`config.mk`:
```
export PLATFORM = sky130hd
export DESIGN_NAME = bcdb_builder
export DESIGN_NICKNAME = d
export VERILOG_FILES = /design/src/common/bcdb_pkg.sv /design/src/verilog/bcdb_builder.sv /design/src/verilog/bcdb_desc_port.sv /design/src/verilog/bcdb_field_fix.sv
export SDC_FILE = /design/constraint.sdc
export NUM_CORES = 1
export LEC_CHECK = 0
export BUFFER_PORTS_ARGS = -buffer_cell sky130_fd_sc_hd__buf_2
export CAP_MARGIN = 20
export CELL_PAD_IN_SITES_DETAIL_PLACEMENT = 2
export CELL_PAD_IN_SITES_GLOBAL_PLACEMENT = 2
export CORE_ASPECT_RATIO = 0.6
export CORE_MARGIN = 2
export CORE_UTILIZATION = 27
export CTS_BUF_LIST = sky130_fd_sc_hd__clkbuf_4 sky130_fd_sc_hd__clkbuf_8
export CTS_CLUSTER_DIAMETER = 30
export DETAILED_ROUTE_END_ITERATION = 12
export PLACE_DENSITY_LB_ADDON = 0.25
export SKIP_CTS_REPAIR_TIMING = 1
export SLEW_MARGIN = 0
export SYNTH_ARGS = -nofsm -noshare
export SYNTH_HDL_FRONTEND = slang
export SYNTH_SLANG_ARGS = --single-unit
```
`constraint.sdc`:
```
create_clock -name aclk -period 4.12 [get_ports aclk]
set_input_delay 0.824 -clock aclk [delete_from_list [all_inputs] [get_ports aclk]]
set_output_delay 0.824 -clock aclk [all_outputs]
set_load 0.03 [all_outputs]
```
`src/common/bcdb_pkg.sv`:
```
// Shared constants and types for the capability descriptor builder
package bcdb_pkg;

    // Descriptor header bytes, forced by hardware
    localparam logic [7:0] USB2_LEN = 8'h07;
    localparam logic [7:0] CAP_DESC_TYPE = 8'h10;
    localparam logic [7:0] USB2_CAP_TYPE = 8'h02;
    localparam logic [7:0] SS_LEN = 8'h0A;
    localparam logic [7:0] SS_CAP_TYPE = 8'h03;

    // Attribute defaults, kept-bit masks and forced-one masks
    localparam logic [31:0] USB2_ATTR_DEF = 32'h00000006;
    localparam logic [31:0] USB2_ATTR_KEEP = 32'h0000FF1E;
    localparam logic [31:0] USB2_ATTR_SET = 32'h00000002;
    localparam logic [7:0] SS_ATTR_DEF = 8'h00;
    localparam logic [7:0] SS_ATTR_KEEP = 8'h02;
    localparam logic [7:0] SS_ATTR_SET = 8'h00;
    localparam logic [15:0] SPEEDS_DEF = 16'h000E;
    localparam logic [15:0] SPEEDS_KEEP = 16'h000F;
    localparam logic [15:0] SPEEDS_SET = 16'h0000;

    // Byte offsets inside the descriptors
    localparam logic [3:0] OFF_LEN = 4'h0;
    localparam logic [3:0] OFF_TYPE = 4'h1;
    localparam logic [3:0] OFF_CAP = 4'h2;
    localparam logic [3:0] OFF_ATTR = 4'h3;
    localparam logic [3:0] OFF_SPEEDS = 4'h4;
    localparam logic [3:0] OFF_SPEEDS_HI = 4'h5;
    localparam logic [3:0] OFF_ATTR_TOP = 4'h6;

    // Attribute bit positions
    localparam int ATTR_LPM_BIT = 1;
    localparam int ATTR_ALT_BIT = 2;
    localparam int ATTR_BASE_VALID_BIT = 3;
    localparam int ATTR_DEEP_VALID_BIT = 4;

    // Register map (byte addresses)
    localparam int AXI_AW = 8;
    localparam logic [7:0] REG_CTRL = 8'h00;
    localparam logic [7:0] REG_STATUS = 8'h04;
    localparam logic [7:0] REG_USB2_ATTR = 8'h08;
    localparam logic [7:0] REG_SS_CAP = 8'h0C;
    localparam int CTRL_USE_DEF_BIT = 0;
    localparam int CTRL_REBUILD_BIT = 1;
    localparam int STAT_READY_BIT = 0;
    localparam int STAT_FROM_STORE_BIT = 1;
    localparam int STAT_LPM_MISMATCH_BIT = 2;
    localparam int STAT_BUSY_BIT = 3;
    localparam int SS_CAP_SPEEDS_LSB = 8;
    localparam logic [1:0] RESP_OKAY = 2'b00;
    localparam logic [1:0] RESP_SLVERR = 2'b10;

    // Descriptor selector on the read port
    localparam logic SEL_USB2 = 1'b0;
    localparam logic SEL_SS = 1'b1;

    typedef enum logic [2:0] {
        ST_WAIT = 3'b001,
        ST_BUILD = 3'b010,
        ST_READY = 3'b100
    } bcdb_state_t;

    // Image of the configuration store as presented by the loader
    typedef struct packed {
        logic present;
        logic [31:0] usb2_attr;
        logic [7:0] ss_attr;
        logic [15:0] ss_speeds;
    } bcdb_store_t;

    typedef struct packed {
        logic valid;
        logic sel;
        logic [3:0] off;
    } bcdb_desc_req_t;

    typedef struct packed {
        logic valid;
        logic err;
        logic [7:0] data;
    } bcdb_desc_ans_t;

endpackage

```
`src/verilog/bcdb_builder.sv`:
```
// Builds the USB 2.0 extension and SuperSpeed capability descriptors
// Summary of operation
// USB 2.0 extension filled from store or defaults
// Force USB 2.0 header bytes 07h/10h/02h
// Four-byte attributes, default 0006h, 31:16 zero
// Deep sleep value valid only with bit 4
// Baseline sleep value valid only with bit 3
// Alternate definitions bit implies LPM bit set
// LPM bit reads one, bit 0 zero
// Store programmer keeps LPM bit equal flag
// SuperSpeed header bytes 0Ah/10h/03h
// SuperSpeed attribute byte at 03h, default 00h
// Only latency message bit 1 survives, rest zero
// Speeds field at 04h, default 000Eh
// Multi-byte fields go least significant first
`timescale 1ns/1ps
`default_nettype none
module bcdb_builder (
    input wire logic aclk,
    input wire logic aresetn,
    input wire logic ce,
    input wire logic cfg_load_done,
    input wire bcdb_pkg::bcdb_store_t store_i,
    input wire logic link_power_mgmt_capable_flag,
    input wire bcdb_pkg::bcdb_desc_req_t desc_req_i,
    output bcdb_pkg::bcdb_desc_ans_t desc_ans_o,
    input wire logic [7:0] awaddr,
    input wire logic awvalid,
    output logic awready,
    input wire logic [31:0] wdata,
    input wire logic [3:0] wstrb,
    input wire logic wvalid,
    output logic wready,
    output logic [1:0] bresp,
    output logic bvalid,
    input wire logic bready,
    input wire logic [7:0] araddr,
    input wire logic arvalid,
    output logic arready,
    output logic [31:0] rdata,
    output logic [1:0] rresp,
    output logic rvalid,
    input wire logic rready
);
    import bcdb_pkg::*;

    bcdb_state_t st_q;
    logic use_def_q;
    logic from_store_q;
    logic lpm_mismatch_q;
    logic [31:0] usb2_attr_q;
    logic [7:0] ss_attr_q;
    logic [15:0] ss_speeds_q;
    logic [31:0] usb2_attr_d;
    logic [7:0] ss_attr_d;
    logic [15:0] ss_speeds_d;
    logic use_store;
    logic [7:0] awaddr_q;
    logic [31:0] wdata_q;
    logic [3:0] wstrb_q;
    logic aw_full_q;
    logic w_full_q;
    logic wr_fire;
    logic wr_hit;
    logic rebuild;
    logic [31:0] rd_mux;
    logic rd_hit;

    // Stored image wins unless software asked for the built-in defaults
    assign use_store = store_i.present & !use_def_q;

    // Attribute fields: pick source, clear reserved bits, force LPM
    bcdb_field_fix #(
        .W(32),
        .DEFAULT(USB2_ATTR_DEF),
        .KEEP(USB2_ATTR_KEEP),
        .SET(USB2_ATTR_SET)
    ) u_usb2_attr (
        .use_store(use_store),
        .stored(store_i.usb2_attr),
        .fixed(usb2_attr_d)
    );

    bcdb_field_fix #(
        .W(8),
        .DEFAULT(SS_ATTR_DEF),
        .KEEP(SS_ATTR_KEEP),
        .SET(SS_ATTR_SET)
    ) u_ss_attr (
        .use_store(use_store),
        .stored(store_i.ss_attr),
        .fixed(ss_attr_d)
    );

    bcdb_field_fix #(
        .W(16),
        .DEFAULT(SPEEDS_DEF),
        .KEEP(SPEEDS_KEEP),
        .SET(SPEEDS_SET)
    ) u_ss_speeds (
        .use_store(use_store),
        .stored(store_i.ss_speeds),
        .fixed(ss_speeds_d)
    );

    // Build sequence: wait for the store load, build, serve; a software rebuild request while serving builds again if cfg_load_done is high
    always_ff @(posedge aclk) begin
        if (!aresetn) begin
            st_q <= ST_WAIT;
        end else if (ce) begin
            case (st_q)
                ST_WAIT: begin
                    if (cfg_load_done) begin
                        st_q <= ST_BUILD;
                    end
                end
                ST_BUILD: st_q <= ST_READY;
                ST_READY: begin
                    if (rebuild && cfg_load_done) begin
                        st_q <= ST_BUILD;
                    end
                end
                default: st_q <= ST_WAIT;
            endcase
        end
    end

    // Capture the sanitised fields; the LPM bit is forced, so bit 2 can never stand alone
    always_ff @(posedge aclk) begin
        if (!aresetn) begin
            usb2_attr_q <= USB2_ATTR_DEF;
            ss_attr_q <= SS_ATTR_DEF;
            ss_speeds_q <= SPEEDS_DEF;
            from_store_q <= 1'b0;
            lpm_mismatch_q <= 1'b0;
        end else if (ce && st_q == ST_BUILD) begin
            usb2_attr_q <= usb2_attr_d;
            ss_attr_q <= ss_attr_d;
            ss_speeds_q <= ss_speeds_d;
            from_store_q <= use_store;
            // Flags a store image that breaks the LPM agreement
            lpm_mismatch_q <= use_store &&
                (store_i.usb2_attr[ATTR_LPM_BIT] != link_power_mgmt_capable_flag);
        end
    end

    // Descriptor byte server for the host controller
    bcdb_desc_port u_port (
        .aclk(aclk),
        .aresetn(aresetn),
        .ce(ce),
        .ready(st_q == ST_READY),
        .usb2_attr(usb2_attr_q),
        .ss_attr(ss_attr_q),
        .ss_speeds(ss_speeds_q),
        .req(desc_req_i),
        .ans(desc_ans_o)
    );

    // Write path: address and data are taken in either order, then one response
    assign wr_fire = aw_full_q & w_full_q & ~bvalid;
    assign wr_hit = (awaddr_q[AXI_AW-1:2] == REG_CTRL[AXI_AW-1:2]) ||
                    (awaddr_q[AXI_AW-1:2] == REG_STATUS[AXI_AW-1:2]) ||
                    (awaddr_q[AXI_AW-1:2] == REG_USB2_ATTR[AXI_AW-1:2]) ||
                    (awaddr_q[AXI_AW-1:2] == REG_SS_CAP[AXI_AW-1:2]);
    assign rebuild = wr_fire && wstrb_q[0] && wdata_q[CTRL_REBUILD_BIT] &&
                     awaddr_q[AXI_AW-1:2] == REG_CTRL[AXI_AW-1:2];

    always_ff @(posedge aclk) begin
        if (!aresetn) begin
            awready <= 1'b1;
            wready <= 1'b1;
            aw_full_q <= 1'b0;
            w_full_q <= 1'b0;
            awaddr_q <= 8'h00;
            wdata_q <= 32'h00000000;
            wstrb_q <= 4'h0;
            bvalid <= 1'b0;
            bresp <= RESP_OKAY;
        end else if (ce) begin
            if (awvalid && awready) begin
                awaddr_q <= awaddr;
                aw_full_q <= 1'b1;
                awready <= 1'b0;
            end
            if (wvalid && wready) begin
                wdata_q <= wdata;
                wstrb_q <= wstrb;
                w_full_q <= 1'b1;
                wready <= 1'b0;
            end
            if (wr_fire) begin
                bvalid <= 1'b1;
                bresp <= wr_hit ? RESP_OKAY : RESP_SLVERR;
            end
            // Channels reopen only after the response, so one write at a time
            if (bvalid && bready) begin
                bvalid <= 1'b0;
                aw_full_q <= 1'b0;
                w_full_q <= 1'b0;
                awready <= 1'b1;
                wready <= 1'b1;
            end
        end
    end

    // Software control bit; read-only registers ignore writes
    always_ff @(posedge aclk) begin
        if (!aresetn) begin
            use_def_q <= 1'b0;
        end else if (ce && wr_fire && wstrb_q[0] &&
                     awaddr_q[AXI_AW-1:2] == REG_CTRL[AXI_AW-1:2]) begin
            use_def_q <= wdata_q[CTRL_USE_DEF_BIT];
        end
    end

    // Read mux
    always_comb begin
        rd_mux = 32'h00000000;
        rd_hit = 1'b1;
        case (araddr[AXI_AW-1:2])
            REG_CTRL[AXI_AW-1:2]: rd_mux[CTRL_USE_DEF_BIT] = use_def_q;
            REG_STATUS[AXI_AW-1:2]: begin
                rd_mux[STAT_READY_BIT] = (st_q == ST_READY);
                rd_mux[STAT_FROM_STORE_BIT] = from_store_q;
                rd_mux[STAT_LPM_MISMATCH_BIT] = lpm_mismatch_q;
                rd_mux[STAT_BUSY_BIT] = (st_q == ST_BUILD);
            end
            REG_USB2_ATTR[AXI_AW-1:2]: rd_mux = usb2_attr_q;
            REG_SS_CAP[AXI_AW-1:2]: begin
                rd_mux[7:0] = ss_attr_q;
                rd_mux[SS_CAP_SPEEDS_LSB +: 16] = ss_speeds_q;
            end
            default: rd_hit = 1'b0;
        endcase
    end

    // Read path: answer one cycle after the address is taken
    always_ff @(posedge aclk) begin
        if (!aresetn) begin
            arready <= 1'b1;
            rvalid <= 1'b0;
            rdata <= 32'h00000000;
            rresp <= RESP_OKAY;
        end else if (ce) begin
            if (arvalid && arready) begin
                arready <= 1'b0;
                rvalid <= 1'b1;
                rdata <= rd_mux;
                rresp <= rd_hit ? RESP_OKAY : RESP_SLVERR;
            end else if (rvalid && rready) begin
                rvalid <= 1'b0;
                arready <= 1'b1;
            end
        end
    end
endmodule // bcdb_builder
`default_nettype wire

```
`src/verilog/bcdb_desc_port.sv`:
```
// Byte read port that serves the two built capability descriptors
`timescale 1ns/1ps
`default_nettype none
module bcdb_desc_port (
    input wire logic aclk,
    input wire logic aresetn,
    input wire logic ce,
    input wire logic ready,
    input wire logic [31:0] usb2_attr,
    input wire logic [7:0] ss_attr,
    input wire logic [15:0] ss_speeds,
    input wire bcdb_pkg::bcdb_desc_req_t req,
    output bcdb_pkg::bcdb_desc_ans_t ans
);
    import bcdb_pkg::*;

    logic [7:0] byte_d;
    logic err_d;

    // Byte mux; multi-byte fields go out least significant byte first
    always_comb begin
        byte_d = 8'h00;
        err_d = !ready;
        if (req.sel == SEL_USB2) begin
            case (req.off)
                OFF_LEN: byte_d = USB2_LEN;
                OFF_TYPE: byte_d = CAP_DESC_TYPE;
                OFF_CAP: byte_d = USB2_CAP_TYPE;
                default: begin
                    if (req.off >= OFF_ATTR && req.off < USB2_LEN[3:0]) begin
                        byte_d = usb2_attr[8*(req.off - OFF_ATTR) +: 8];
                    end else begin
                        err_d = 1'b1;
                    end
                end
            endcase
        end else begin
            case (req.off)
                OFF_LEN: byte_d = SS_LEN;
                OFF_TYPE: byte_d = CAP_DESC_TYPE;
                OFF_CAP: byte_d = SS_CAP_TYPE;
                OFF_ATTR: byte_d = ss_attr;
                OFF_SPEEDS: byte_d = ss_speeds[7:0];
                OFF_SPEEDS_HI: byte_d = ss_speeds[15:8];
                default: err_d = err_d | (req.off >= SS_LEN[3:0]); // Offsets 6 to 9 read as zero, offsets past the end are refused
            endcase
        end
    end

    // One answer per request, one cycle after it is taken
    always_ff @(posedge aclk) begin
        if (!aresetn) begin
            ans <= '0;
        end else if (ce) begin
            ans.valid <= req.valid;
            ans.err <= req.valid & err_d;
            // Refused requests carry zero data so a host never mistakes them for a header
            ans.data <= (req.valid && !err_d) ? byte_d : 8'h00;
        end
    end
endmodule // bcdb_desc_port
`default_nettype wire

```
`src/verilog/bcdb_field_fix.sv`:
```
// Selects stored or default field value and forces reserved and fixed bits
`timescale 1ns/1ps
`default_nettype none
module bcdb_field_fix #(
    parameter int W = 8,
    parameter logic [W-1:0] DEFAULT = '0,
    parameter logic [W-1:0] KEEP = '1,
    parameter logic [W-1:0] SET = '0
) (
    input wire logic use_store,
    input wire logic [W-1:0] stored,
    output logic [W-1:0] fixed
);
    // Reserved bits drop to zero, mandatory bits rise to one
    assign fixed = ((use_store ? stored : DEFAULT) & KEEP) | SET;
endmodule // bcdb_field_fix
`default_nettype wire
```
==> results of run 1 <==
## power by group through the flow
stage | registers, uW | logic, uW | clock network [uW]
final | 633 | 163 | 562
after global routing | 635 | 179 | 617
after CTS | 632 | 164 | 585
after detailed placement | 646 | 164 | 0
after global placement | 645 | 160 | 0
after floorplan | 651 | 115 | 0
## sequential cells by signal (all words and copies together), names as in the netlist, 2 cells and up
name and flops:
u_port.ans 10, ss_speeds_q 4, st_q 3, awaddr_q 6
rdata 13, wdata_q 2, usb2_attr_q 11
## final cells by class
class | count | area, um2
Clock inverter | 6 | 68.8
Tap cell | 144 | 180
Sequential cell | 63 | 1260
Fill cell | 1270 | 7500
Multi-Input combinational cell | 244 | 1640
Clock buffer | 10 | 138
Inverter | 6 | 22.5
Timing Repair Buffer | 82 | 420
## worst max-delay path, cell delays in order
cell	delay (ps)
buf_2	250
inv_1	110
ha_1	290
or3_1	430
a221oi_1	570
nor3b_1	170
a32o_1	270
## worst max-delay path by stage
stage | start | to | slack (ps)
3_3_place_gp | desc_req_i[0] | u_port.ans[0] | 1160
5_1_grt | desc_req_i[0] | u_port.ans[0] | 1370
6_report | desc_req_i[0] | u_port.ans[0] | 1450
3_5_place_dp | desc_req_i[0] | u_port.ans[0] | 1140
2_1_floorplan | desc_req_i[0] | u_port.ans[0] | 1620
4_1_cts | desc_req_i[0] | u_port.ans[0] | 1500
## per-stage QoR
step	utilization, %	worst slack, ps	instance area, um2
2_1_floorplan	-	1620	3160
3_3_place_gp	31.4	1160	3520
3_5_place_dp	31.4	1140	3520
4_1_cts	33.2	1500	3730
5_1_grt	33.2	1370	3730
6_report	33.2	1450	3730
## cells by family after synthesis
family	after synthesis	share of synthesized area, %
muxes	16	5.31
adders and majority gates	4	1.62
buffers and inverters	47	8.52
AOI/OAI and AO/OA	86	19.9
and+or+nand+nor	115	23.0
DFF	63	40.9
xor gates and xnor gates	2	0.568
other	1	0.122
## layer usage
metal	track usage, %	up-vias
met1	22.7	1317
met4	4.64	0
met3	4.97	11
met5	0	-
met2	25.2	67
li1	-	1297
## cells in the final DEF, fill, tap and decap left out, types with 2 or more instances in the layout
cell type / instances
a21boi_0: 4
a21boi_1: 4
a21o_1: 5
a21oi_1: 9
a22o_1: 4
a22oi_1: 24
a31oi_1: 5
a32o_1: 2
and2_1: 5
and3_1: 3
and3b_1: 2
buf_2: 78
buf_4: 4
clkbuf_8: 10
clkinv_4: 2
conb_1: 21
dfxtp_1: 63
ha_1: 4
inv_1: 6
mux2_2: 3
mux2i_1: 13
nand2_1: 25
nand2b_1: 4
nand3_1: 8
nand3b_1: 2
nand4b_1: 4
nor2_1: 2
nor2b_1: 37
nor3_1: 3
nor3b_1: 4
nor3b_2: 2
nor4_1: 2
o21ai_0: 14
o22ai_1: 4
o31ai_1: 2
or2_2: 3
or3_1: 3
xor2_1: 2
==> run_summary.xml, run 1 <==
<?xml version="1.0" encoding="UTF-8"?>
<metrics>
  <group name="timing">
    <metric name="finalWorstPathRequiredPeriod" unit="ps">2670</metric>
    <metric name="final-hold-violation-count" unit="">0</metric>
    <metric name="fin_crit_sh" unit="%">64.8</metric>
    <metric name="grt_setup_unrepaired" unit="">false</metric>
    <metric name="slew-limit-headroom" unit="%">50.2</metric>
    <metric name="final-max-slew-violation-count" unit="">0</metric>
    <metric name="setup-tns-final" unit="ps">0</metric>
    <metric name="max_freq" unit="GHz">0.375</metric>
    <metric name="setup_viol" unit="">0</metric>
    <metric name="worstMarginPinSlew" unit="ps">745</metric>
    <metric name="clock_skew" unit="ps">13.0</metric>
    <metric name="final.hold.worst_slack" unit="ps">456</metric>
  </group>
  <group name="drt">
    <metric name="via_count" unit="">2692</metric>
    <metric name="drt-initial-drc-count" unit="">94</metric>
    <metric name="avgRoutedWirePerCell" unit="um">17.4</metric>
    <metric name="remaining_drc_errors" unit="">0</metric>
    <metric name="finalWirelength" unit="mm">9.66</metric>
    <metric name="met3WireLength" unit="um">531</metric>
    <metric name="met2RoutedLength" unit="mm">4.10</metric>
    <metric name="drt_pre_antenna_iters" unit="">4</metric>
    <metric name="drt-met1-wl" unit="mm">4.91</metric>
    <metric name="final_antenna_net_count" unit="">0</metric>
    <metric name="routed.top_layer" unit="">met4</metric>
    <metric name="vias_per_cell" unit="">4.85</metric>
  </group>
  <group name="synth">
    <metric name="number_of_synthesis_warnings" unit="">0</metric>
    <metric name="synth.ff_latch_count" unit="">63</metric>
    <metric name="synth_edf_count" unit="">0</metric>
    <metric name="yosysUniqueCellTypes" unit="">53</metric>
    <metric name="share_of_synthesized_flip_flops_with_an_asynchronous_set_or_reset" unit="%">0</metric>
    <metric name="synth_top_cell_by_area" unit="">dfxtp_1</metric>
    <metric name="synth_top_area_share" unit="%">40.9</metric>
    <metric name="yosys.cell_count.top_type" unit="">dfxtp_1</metric>
    <metric name="netlist_top_cells_area" unit="">dfxtp_1, nor2b_1, a22oi_1</metric>
    <metric name="synthFlopType" unit="">dfxtp_1</metric>
    <metric name="leading_cell_types_by_count_after_synthesis" unit="">dfxtp_1, nor2b_1, nand2_1, a22oi_1, buf_4</metric>
    <metric name="syn_inst" unit="">334</metric>
    <metric name="syn-cell-area" unit="um2">3080</metric>
    <metric name="synth.avg_cell_area" unit="um2">9.23</metric>
    <metric name="synth_seq_area_share" unit="%">40.9</metric>
  </group>
  <group name="pwr">
    <metric name="net-switching-power" unit="uW">381</metric>
    <metric name="power.clock.fraction" unit="%">41.4</metric>
    <metric name="combinationalPowerShare" unit="%">12.0</metric>
    <metric name="power.share.switching" unit="%">28.1</metric>
    <metric name="power_frac_seq" unit="%">46.6</metric>
    <metric name="power" unit="uW">1360</metric>
    <metric name="p_per_area" unit="nW/um2">364</metric>
    <metric name="internal-power" unit="uW">977</metric>
    <metric name="static-leakage-power" unit="uW">0.00158</metric>
    <metric name="peak_supply_drop" unit="uV">136</metric>
  </group>
  <group name="setup_path">
    <metric name="worstPathRequired" unit="ps">4370</metric>
    <metric name="reg2reg_from" unit="">st_q[2]</metric>
    <metric name="timing.critical_path.from_type" unit="">input pin</metric>
    <metric name="critPathKind" unit="">input pin to flop</metric>
    <metric name="endpoint_kind" unit="">flop</metric>
    <metric name="crit-reg2reg-capture" unit="">u_port.ans[7]</metric>
    <metric name="crit_arrival" unit="ps">2920</metric>
    <metric name="logic_depth_of_the_worst_register_to_register_path" unit="">4</metric>
    <metric name="reg2reg_setup_slack" unit="ps">2240</metric>
    <metric name="worstPathMaxFanout" unit="">12</metric>
  </group>
  <group name="clocking">
    <metric name="cts.htree.levels" unit="">3</metric>
    <metric name="tritoncts_num_sinks" unit="">63</metric>
    <metric name="root_buffer" unit="">clkbuf_8</metric>
    <metric name="clkLatencyLatePin" unit="ps">360</metric>
    <metric name="worst_setup_hold_path_clk_slew" unit="ps">80</metric>
    <metric name="clock_tree.buffer_depth" unit="">2</metric>
    <metric name="numCtsBuffers" unit="">9</metric>
    <metric name="cts_tree" unit="">yes</metric>
  </group>
  <group name="finish">
    <metric name="insertedDiodeCount" unit="">0</metric>
    <metric name="fin_nets" unit="">535</metric>
    <metric name="share_of_cells_above_drive_strength_1" unit="%">26.8</metric>
    <metric name="finish.cell_count_without_fillers" unit="">555</metric>
    <metric name="signed_area_change_from_the_synthesized_netlist_to_the_final_layout" unit="%">20.8</metric>
  </group>
  <group name="die">
    <metric name="die-height" unit="um">86.8</metric>
    <metric name="ioPinCount" unit="">176</metric>
    <metric name="std_cell_core_area" unit="um2">11200</metric>
    <metric name="floorplan.initialDensity" unit="%">27.5</metric>
    <metric name="placement_rows" unit="">30</metric>
    <metric name="die_area" unit="um2">12300</metric>
    <metric name="fp.dieW" unit="um">142</metric>
  </group>
  <group name="global_routing">
    <metric name="grt_pass1_vias" unit="">2822</metric>
    <metric name="grt_overflow_total" unit="">0</metric>
    <metric name="maximum_number_of_pins_on_one_net_before_global_route_repair" unit="">57</metric>
    <metric name="antenna_found_initial" unit="">0</metric>
    <metric name="grt_pass1_wl" unit="mm">15.4</metric>
    <metric name="global_route_total_usage_across_every_layer" unit="%">16.5</metric>
  </group>
  <group name="worst_hold_path">
    <metric name="hold_startpoint" unit="">rdata[9]</metric>
    <metric name="min_delay_path_depth" unit="">2</metric>
    <metric name="hold_path_class" unit="">flop to flop</metric>
    <metric name="worstHoldEndpoint" unit="">rdata[9]</metric>
  </group>
  <group name="place">
    <metric name="post_detailed_placement_half_perimeter_wirelength" unit="mm">7.20</metric>
    <metric name="place.detailed.instances" unit="">539</metric>
    <metric name="gp_routability_congestion" unit="">0.771</metric>
    <metric name="port_buffer_count" unit="">78</metric>
  </group>
  <group name="outcome">
    <metric name="outcome" unit="">finished clean</metric>
  </group>
  <group name="job">
    <metric name="cap_violations" unit="">0</metric>
  </group>
</metrics>
Power figures use the tool's default switching activity.
==> run 2, diff against run 1 <==
CORE_UTILIZATION = 22   (was 27)
clock period = 2.2 ns   (was 4.12 ns; I/O delays follow)
==> run_summary.xml, run 2 (synthesized netlist as in run 1, its figures left out) <==
<?xml version="1.0" encoding="UTF-8"?>
<metrics>
  <group name="worst_hold_path">
    <metric name="worstHoldEndpoint" unit="">ss_speeds_q[3]</metric>
    <metric name="hold_startpoint" unit="">store_i[3]</metric>
    <metric name="hold_path_class" unit="">input pin to flop</metric>
    <metric name="min_delay_path_depth" unit="">3</metric>
  </group>
  <group name="drt">
    <metric name="final_antenna_net_count" unit="">0</metric>
    <metric name="met3WireLength" unit="um">547</metric>
    <metric name="drt-met1-wl" unit="mm">5.60</metric>
    <metric name="finalWirelength" unit="mm">10.3</metric>
    <metric name="via_count" unit="">2752</metric>
    <metric name="drt-initial-drc-count" unit="">71</metric>
    <metric name="met2RoutedLength" unit="mm">4.13</metric>
    <metric name="vias_per_cell" unit="">4.42</metric>
    <metric name="routed.top_layer" unit="">met4</metric>
    <metric name="drt_pre_antenna_iters" unit="">4</metric>
    <metric name="avgRoutedWirePerCell" unit="um">16.6</metric>
    <metric name="remaining_drc_errors" unit="">0</metric>
  </group>
  <group name="timing">
    <metric name="final-max-slew-violation-count" unit="">0</metric>
    <metric name="worstMarginPinSlew" unit="ps">528</metric>
    <metric name="slew-limit-headroom" unit="%">64.8</metric>
    <metric name="setup_viol" unit="">0</metric>
    <metric name="grt_setup_unrepaired" unit="">false</metric>
    <metric name="clock_skew" unit="ps">11.4</metric>
    <metric name="max_freq" unit="GHz">0.514</metric>
    <metric name="setup-tns-final" unit="ps">0</metric>
    <metric name="fin_crit_sh" unit="%">88.4</metric>
    <metric name="finalWorstPathRequiredPeriod" unit="ps">1950</metric>
    <metric name="final-hold-violation-count" unit="">0</metric>
  </group>
  <group name="pwr">
    <metric name="static-leakage-power" unit="uW">0.00167</metric>
    <metric name="peak_supply_drop" unit="uV">228</metric>
    <metric name="p_per_area" unit="nW/um2">649</metric>
  </group>
  <group name="die">
    <metric name="fp.dieW" unit="um">157</metric>
    <metric name="std_cell_core_area" unit="um2">13700</metric>
    <metric name="floorplan.initialDensity" unit="%">22.6</metric>
    <metric name="die-height" unit="um">95.7</metric>
    <metric name="ioPinCount" unit="">176</metric>
    <metric name="die_area" unit="um2">15000</metric>
    <metric name="placement_rows" unit="">33</metric>
  </group>
  <group name="clocking">
    <metric name="clkLatencyLatePin" unit="ps">350</metric>
    <metric name="worst_setup_hold_path_clk_slew" unit="ps">80</metric>
    <metric name="root_buffer" unit="">clkbuf_8</metric>
    <metric name="clock_tree.buffer_depth" unit="">2</metric>
    <metric name="numCtsBuffers" unit="">9</metric>
    <metric name="cts_tree" unit="">yes</metric>
    <metric name="cts.htree.levels" unit="">3</metric>
    <metric name="tritoncts_num_sinks" unit="">63</metric>
  </group>
  <group name="setup_path">
    <metric name="endpoint_kind" unit="">flop</metric>
    <metric name="logic_depth_of_the_worst_register_to_register_path" unit="">5</metric>
    <metric name="reg2reg_setup_slack" unit="ps">490</metric>
    <metric name="worstPathRequired" unit="ps">2470</metric>
    <metric name="critPathKind" unit="">input pin to flop</metric>
    <metric name="worstPathMaxFanout" unit="">7</metric>
    <metric name="reg2reg_from" unit="">arready</metric>
    <metric name="crit-reg2reg-capture" unit="">rdata[11]</metric>
    <metric name="timing.critical_path.from_type" unit="">input pin</metric>
    <metric name="crit_arrival" unit="ps">2220</metric>
  </group>
  <group name="place">
    <metric name="post_detailed_placement_half_perimeter_wirelength" unit="mm">7.98</metric>
    <metric name="gp_routability_congestion" unit="">0.849</metric>
    <metric name="port_buffer_count" unit="">78</metric>
    <metric name="place.detailed.instances" unit="">607</metric>
  </group>
  <group name="finish">
    <metric name="layout.filler_cells" unit="">1576</metric>
    <metric name="signed_area_change_from_the_synthesized_netlist_to_the_final_layout" unit="%">27.3</metric>
    <metric name="layout_common_cells" unit="">buf_2, dfxtp_1, nor2b_1</metric>
    <metric name="fin_nets" unit="">555</metric>
    <metric name="layout.cells.most_common" unit="">buf_2</metric>
    <metric name="multi_input_comb_area" unit="um2">1640</metric>
    <metric name="reg.largest.list" unit="">rdata x13, usb2_attr_q x11, u_port.ans x10</metric>
    <metric name="largest_reg_flops" unit="">13</metric>
    <metric name="finish.cell_count_without_fillers" unit="">623</metric>
    <metric name="area.sequential" unit="um2">1260</metric>
    <metric name="largest-register" unit="">rdata</metric>
    <metric name="insertedDiodeCount" unit="">0</metric>
    <metric name="share_of_cells_above_drive_strength_1" unit="%">30.2</metric>
  </group>
  <group name="outcome">
    <metric name="outcome" unit="">finished clean</metric>
  </group>
  <group name="global_routing">
    <metric name="grt_pass1_vias" unit="">2834</metric>
    <metric name="grt_overflow_total" unit="">0</metric>
    <metric name="global_route_total_usage_across_every_layer" unit="%">14.3</metric>
    <metric name="antenna_found_initial" unit="">0</metric>
    <metric name="maximum_number_of_pins_on_one_net_before_global_route_repair" unit="">56</metric>
    <metric name="grt_pass1_wl" unit="mm">16.0</metric>
  </group>
  <group name="job">
    <metric name="cap_violations" unit="">0</metric>
  </group>
</metrics>
run 2: cell count changes in the layout (fill, tap and decap cells not counted):
cell,change
buf_4,+20
clkbuf_8,-1
clkinv_2,+1
clkinv_4,-1
clkinvlp_4,+1
run 2: area by class of cell:
class | count | area share, %
Tap cell | 192 | 6.12
Multi-Input combinational cell | 244 | 41.7
Sequential cell | 63 | 32.1
Clock inverter | 7 | 1.85
Clock buffer | 9 | 3.15
Inverter | 6 | 0.574
Timing Repair Buffer | 102 | 14.5
run 2: routing by layer:
layer | global-route usage (%) | vias to the layer above
met5 | 0 | -
met1 | 21.1 | 1340
met2 | 20.4 | 64
li1 | - | 1341
met4 | 2.75 | 0
met3 | 4.32 | 7
run 2: worst max-delay path by stage:
stage | from | endpoint | slack, ps
floorplan | desc_req_i[0] | u_port.ans[0] | 80
global route | desc_req_i[0] | u_port.ans[7] | 170
CTS | desc_req_i[1] | u_port.ans[2] | 240
detailed placement | desc_req_i[1] | u_port.ans[0] | -140
global placement | desc_req_i[1] | u_port.ans[5] | -80
finish | desc_req_i[1] | u_port.ans[3] | 250
run 2: where the power goes:
group          internal, uW  total, uW  switching [uW]
combinational           127        335             208
clock                   524       1030             504
sequential             1160       1180            20.6
total                  1810       2550             732
run 2: metrics by stage:
stage               util, %  setup slack, ps  hold slack [ps]  power [uW]  cell area (um2)
floorplan                 -             82.5              421        1430             3160
finish                 28.7              254              314        2550             3930
detailed placement     27.3             -137              449        1550             3730
CTS                    28.7              243              290        2600             3930
global placement       27.3            -81.2              432        1540             3730
global route           28.7              168              300        2690             3930
run 2: worst max-delay path, stage by stage:
cell and delay (ps):
buf_2 150, ha_1 210, buf_4 150, or3_1 400, a21oi_1 380, a31oi_1 240
o21ai_0 240
==> run 3, diff against run 2 <==
--- a/config.mk
+++ b/config.mk
@@ -17,3 +17,5 @@
 export DETAILED_ROUTE_END_ITERATION = 12
+export GPL_ROUTABILITY_DRIVEN = 0
 export PLACE_DENSITY_LB_ADDON = 0.25
+export SETUP_SLACK_MARGIN = 0.15
 export SKIP_CTS_REPAIR_TIMING = 1
--- a/constraint.sdc
+++ b/constraint.sdc
@@ -3,2 +3,2 @@
 set_output_delay 0.44 -clock aclk [all_outputs]
-set_load 0.03 [all_outputs]
+set_load 0.02 [all_outputs]
==> run_summary.xml, run 3 (synthesized netlist as in run 1, its figures left out) <==
<?xml version="1.0" encoding="UTF-8"?>
<metrics>
  <group name="drt">
    <metric name="drt-initial-drc-count" unit="">77</metric>
    <metric name="avgRoutedWirePerCell" unit="um">16.7</metric>
    <metric name="vias_per_cell" unit="">4.48</metric>
    <metric name="via_count" unit="">2778</metric>
    <metric name="final_antenna_net_count" unit="">0</metric>
    <metric name="drt_pre_antenna_iters" unit="">4</metric>
    <metric name="finalWirelength" unit="mm">10.4</metric>
    <metric name="remaining_drc_errors" unit="">0</metric>
  </group>
  <group name="outcome">
    <metric name="outcome" unit="">finished clean</metric>
  </group>
  <group name="clocking">
    <metric name="cts.htree.levels" unit="">3</metric>
    <metric name="numCtsBuffers" unit="">9</metric>
    <metric name="cts_tree" unit="">yes</metric>
    <metric name="worst_setup_hold_path_clk_slew" unit="ps">80</metric>
    <metric name="clkLatencyLatePin" unit="ps">350</metric>
    <metric name="root_buffer" unit="">clkbuf_8</metric>
    <metric name="clock_tree.buffer_depth" unit="">2</metric>
    <metric name="tritoncts_num_sinks" unit="">63</metric>
  </group>
  <group name="setup_path">
    <metric name="reg2reg_setup_slack" unit="ps">450</metric>
    <metric name="timing.critical_path.from_type" unit="">input pin</metric>
    <metric name="worstPathMaxFanout" unit="">3</metric>
    <metric name="worstPathRequired" unit="ps">2500</metric>
    <metric name="timing.critical_path.to" unit="">u_port.ans[6]</metric>
    <metric name="logic_depth_of_the_worst_register_to_register_path" unit="">4</metric>
    <metric name="crit_arrival" unit="ps">2260</metric>
    <metric name="critPathKind" unit="">input pin to flop</metric>
    <metric name="crit-reg2reg-capture" unit="">u_port.ans[6]</metric>
    <metric name="cp-startpoint" unit="">desc_req_i[0]</metric>
    <metric name="endpoint_kind" unit="">flop</metric>
    <metric name="reg2reg_from" unit="">st_q[2]</metric>
  </group>
  <group name="place">
    <metric name="port_buffer_count" unit="">78</metric>
    <metric name="place.detailed.instances" unit="">604</metric>
    <metric name="post_detailed_placement_half_perimeter_wirelength" unit="mm">7.96</metric>
    <metric name="post_dp_cell_area" unit="um2">3710</metric>
  </group>
  <group name="global_routing">
    <metric name="grt_overflow_total" unit="">0</metric>
    <metric name="grt_pass1_wl" unit="mm">15.9</metric>
    <metric name="grt_pass1_vias" unit="">2838</metric>
    <metric name="antenna_found_initial" unit="">0</metric>
    <metric name="global_route_total_usage_across_every_layer" unit="%">14.3</metric>
    <metric name="maximum_number_of_pins_on_one_net_before_global_route_repair" unit="">56</metric>
  </group>
  <group name="die">
    <metric name="die-height" unit="um">95.7</metric>
    <metric name="die_area" unit="um2">15000</metric>
    <metric name="fp.dieW" unit="um">157</metric>
    <metric name="placement_rows" unit="">33</metric>
    <metric name="std_cell_core_area" unit="um2">13700</metric>
    <metric name="ioPinCount" unit="">176</metric>
    <metric name="floorplan.initialDensity" unit="%">22.6</metric>
  </group>
  <group name="timing">
    <metric name="worstMarginPinSlew" unit="ps">515</metric>
    <metric name="final-hold-violation-count" unit="">0</metric>
    <metric name="max_freq" unit="GHz">0.511</metric>
    <metric name="clock_skew" unit="ps">11.6</metric>
    <metric name="grt_setup_unrepaired" unit="">false</metric>
    <metric name="setup_viol" unit="">0</metric>
    <metric name="slew-limit-headroom" unit="%">65.6</metric>
    <metric name="finalWorstPathRequiredPeriod" unit="ps">1960</metric>
    <metric name="setup-tns-final" unit="ps">0</metric>
    <metric name="fin_crit_sh" unit="%">89.0</metric>
    <metric name="final-max-slew-violation-count" unit="">0</metric>
  </group>
  <group name="finish">
    <metric name="share_of_cells_above_drive_strength_1" unit="%">29.9</metric>
    <metric name="layout.cells.most_common" unit="">buf_2</metric>
    <metric name="layout_common_cells" unit="">buf_2, dfxtp_1, nor2b_1</metric>
    <metric name="fin_nets" unit="">552</metric>
    <metric name="reg.largest.list" unit="">rdata x13, usb2_attr_q x11, u_port.ans x10</metric>
    <metric name="area.sequential" unit="um2">1260</metric>
    <metric name="signed_area_change_from_the_synthesized_netlist_to_the_final_layout" unit="%">27.1</metric>
    <metric name="layout.filler_cells" unit="">1543</metric>
    <metric name="largest_reg_flops" unit="">13</metric>
    <metric name="design_area" unit="um2">3920</metric>
    <metric name="multi_input_comb_area" unit="um2">1640</metric>
    <metric name="insertedDiodeCount" unit="">0</metric>
    <metric name="finish.cell_count_without_fillers" unit="">620</metric>
    <metric name="largest-register" unit="">rdata</metric>
  </group>
  <group name="worst_hold_path">
    <metric name="hold_path_class" unit="">input pin to flop</metric>
    <metric name="hold_startpoint" unit="">store_i[3]</metric>
    <metric name="min_delay_path_depth" unit="">3</metric>
  </group>
  <group name="job">
    <metric name="cap_violations" unit="">0</metric>
  </group>
  <group name="pwr">
    <metric name="peak_supply_drop" unit="uV">224</metric>
    <metric name="p_per_area" unit="nW/um2">653</metric>
    <metric name="static-leakage-power" unit="uW">0.00166</metric>
  </group>
</metrics>
## run 3: report_power, final
part / internal (uW) / switching, uW
Combinational: 124 / 188
Clock: 560 / 503
Sequential: 1160 / 19.8
Total: 1850 / 711
## run 3: worst min path at each step
stage,endpoint
5_1_grt,ss_speeds_q[3]
3_5_place_dp,rdata[10]
3_3_place_gp,w_full_q
4_1_cts,ss_speeds_q[3]
6_report,ss_speeds_q[3]
2_1_floorplan,w_full_q
## run 3: cell type report
cell class	instances	area share, %
repair buffers	99	14.0
inverters	6	0.575
multi-input cells	244	41.9
clock inverters	6	1.76
flip-flops and latches	63	32.2
clock buffers	10	3.51
well taps	192	6.13
## run 3: critical path: stages
cell,delay [ps]
buf_2,100
inv_1,60
ha_1,230
o311ai_1,420
nand3_1,330
a2111oi_4,490
a22o_1,190
## run 3: layer usage
metal,part of all wire (%),wire length (um),global-route usage (%)
met5,0,0,0
met4,0.91,94,3.52
met3,6.9,713,4.32
met2,41,4270,20.9
met1,51,5310,20.4
## run 3: stage by stage
step	total power, uW	hold WS (ps)	util [%]	setup slack (ps)
final	2560	313	28.7	241
after global routing	2700	288	28.7	174
after CTS	2620	290	28.7	291
after detailed placement	1520	458	27.2	-80.1
after global placement	1510	432	27.2	-24.7
after floorplan	1410	421	-	152
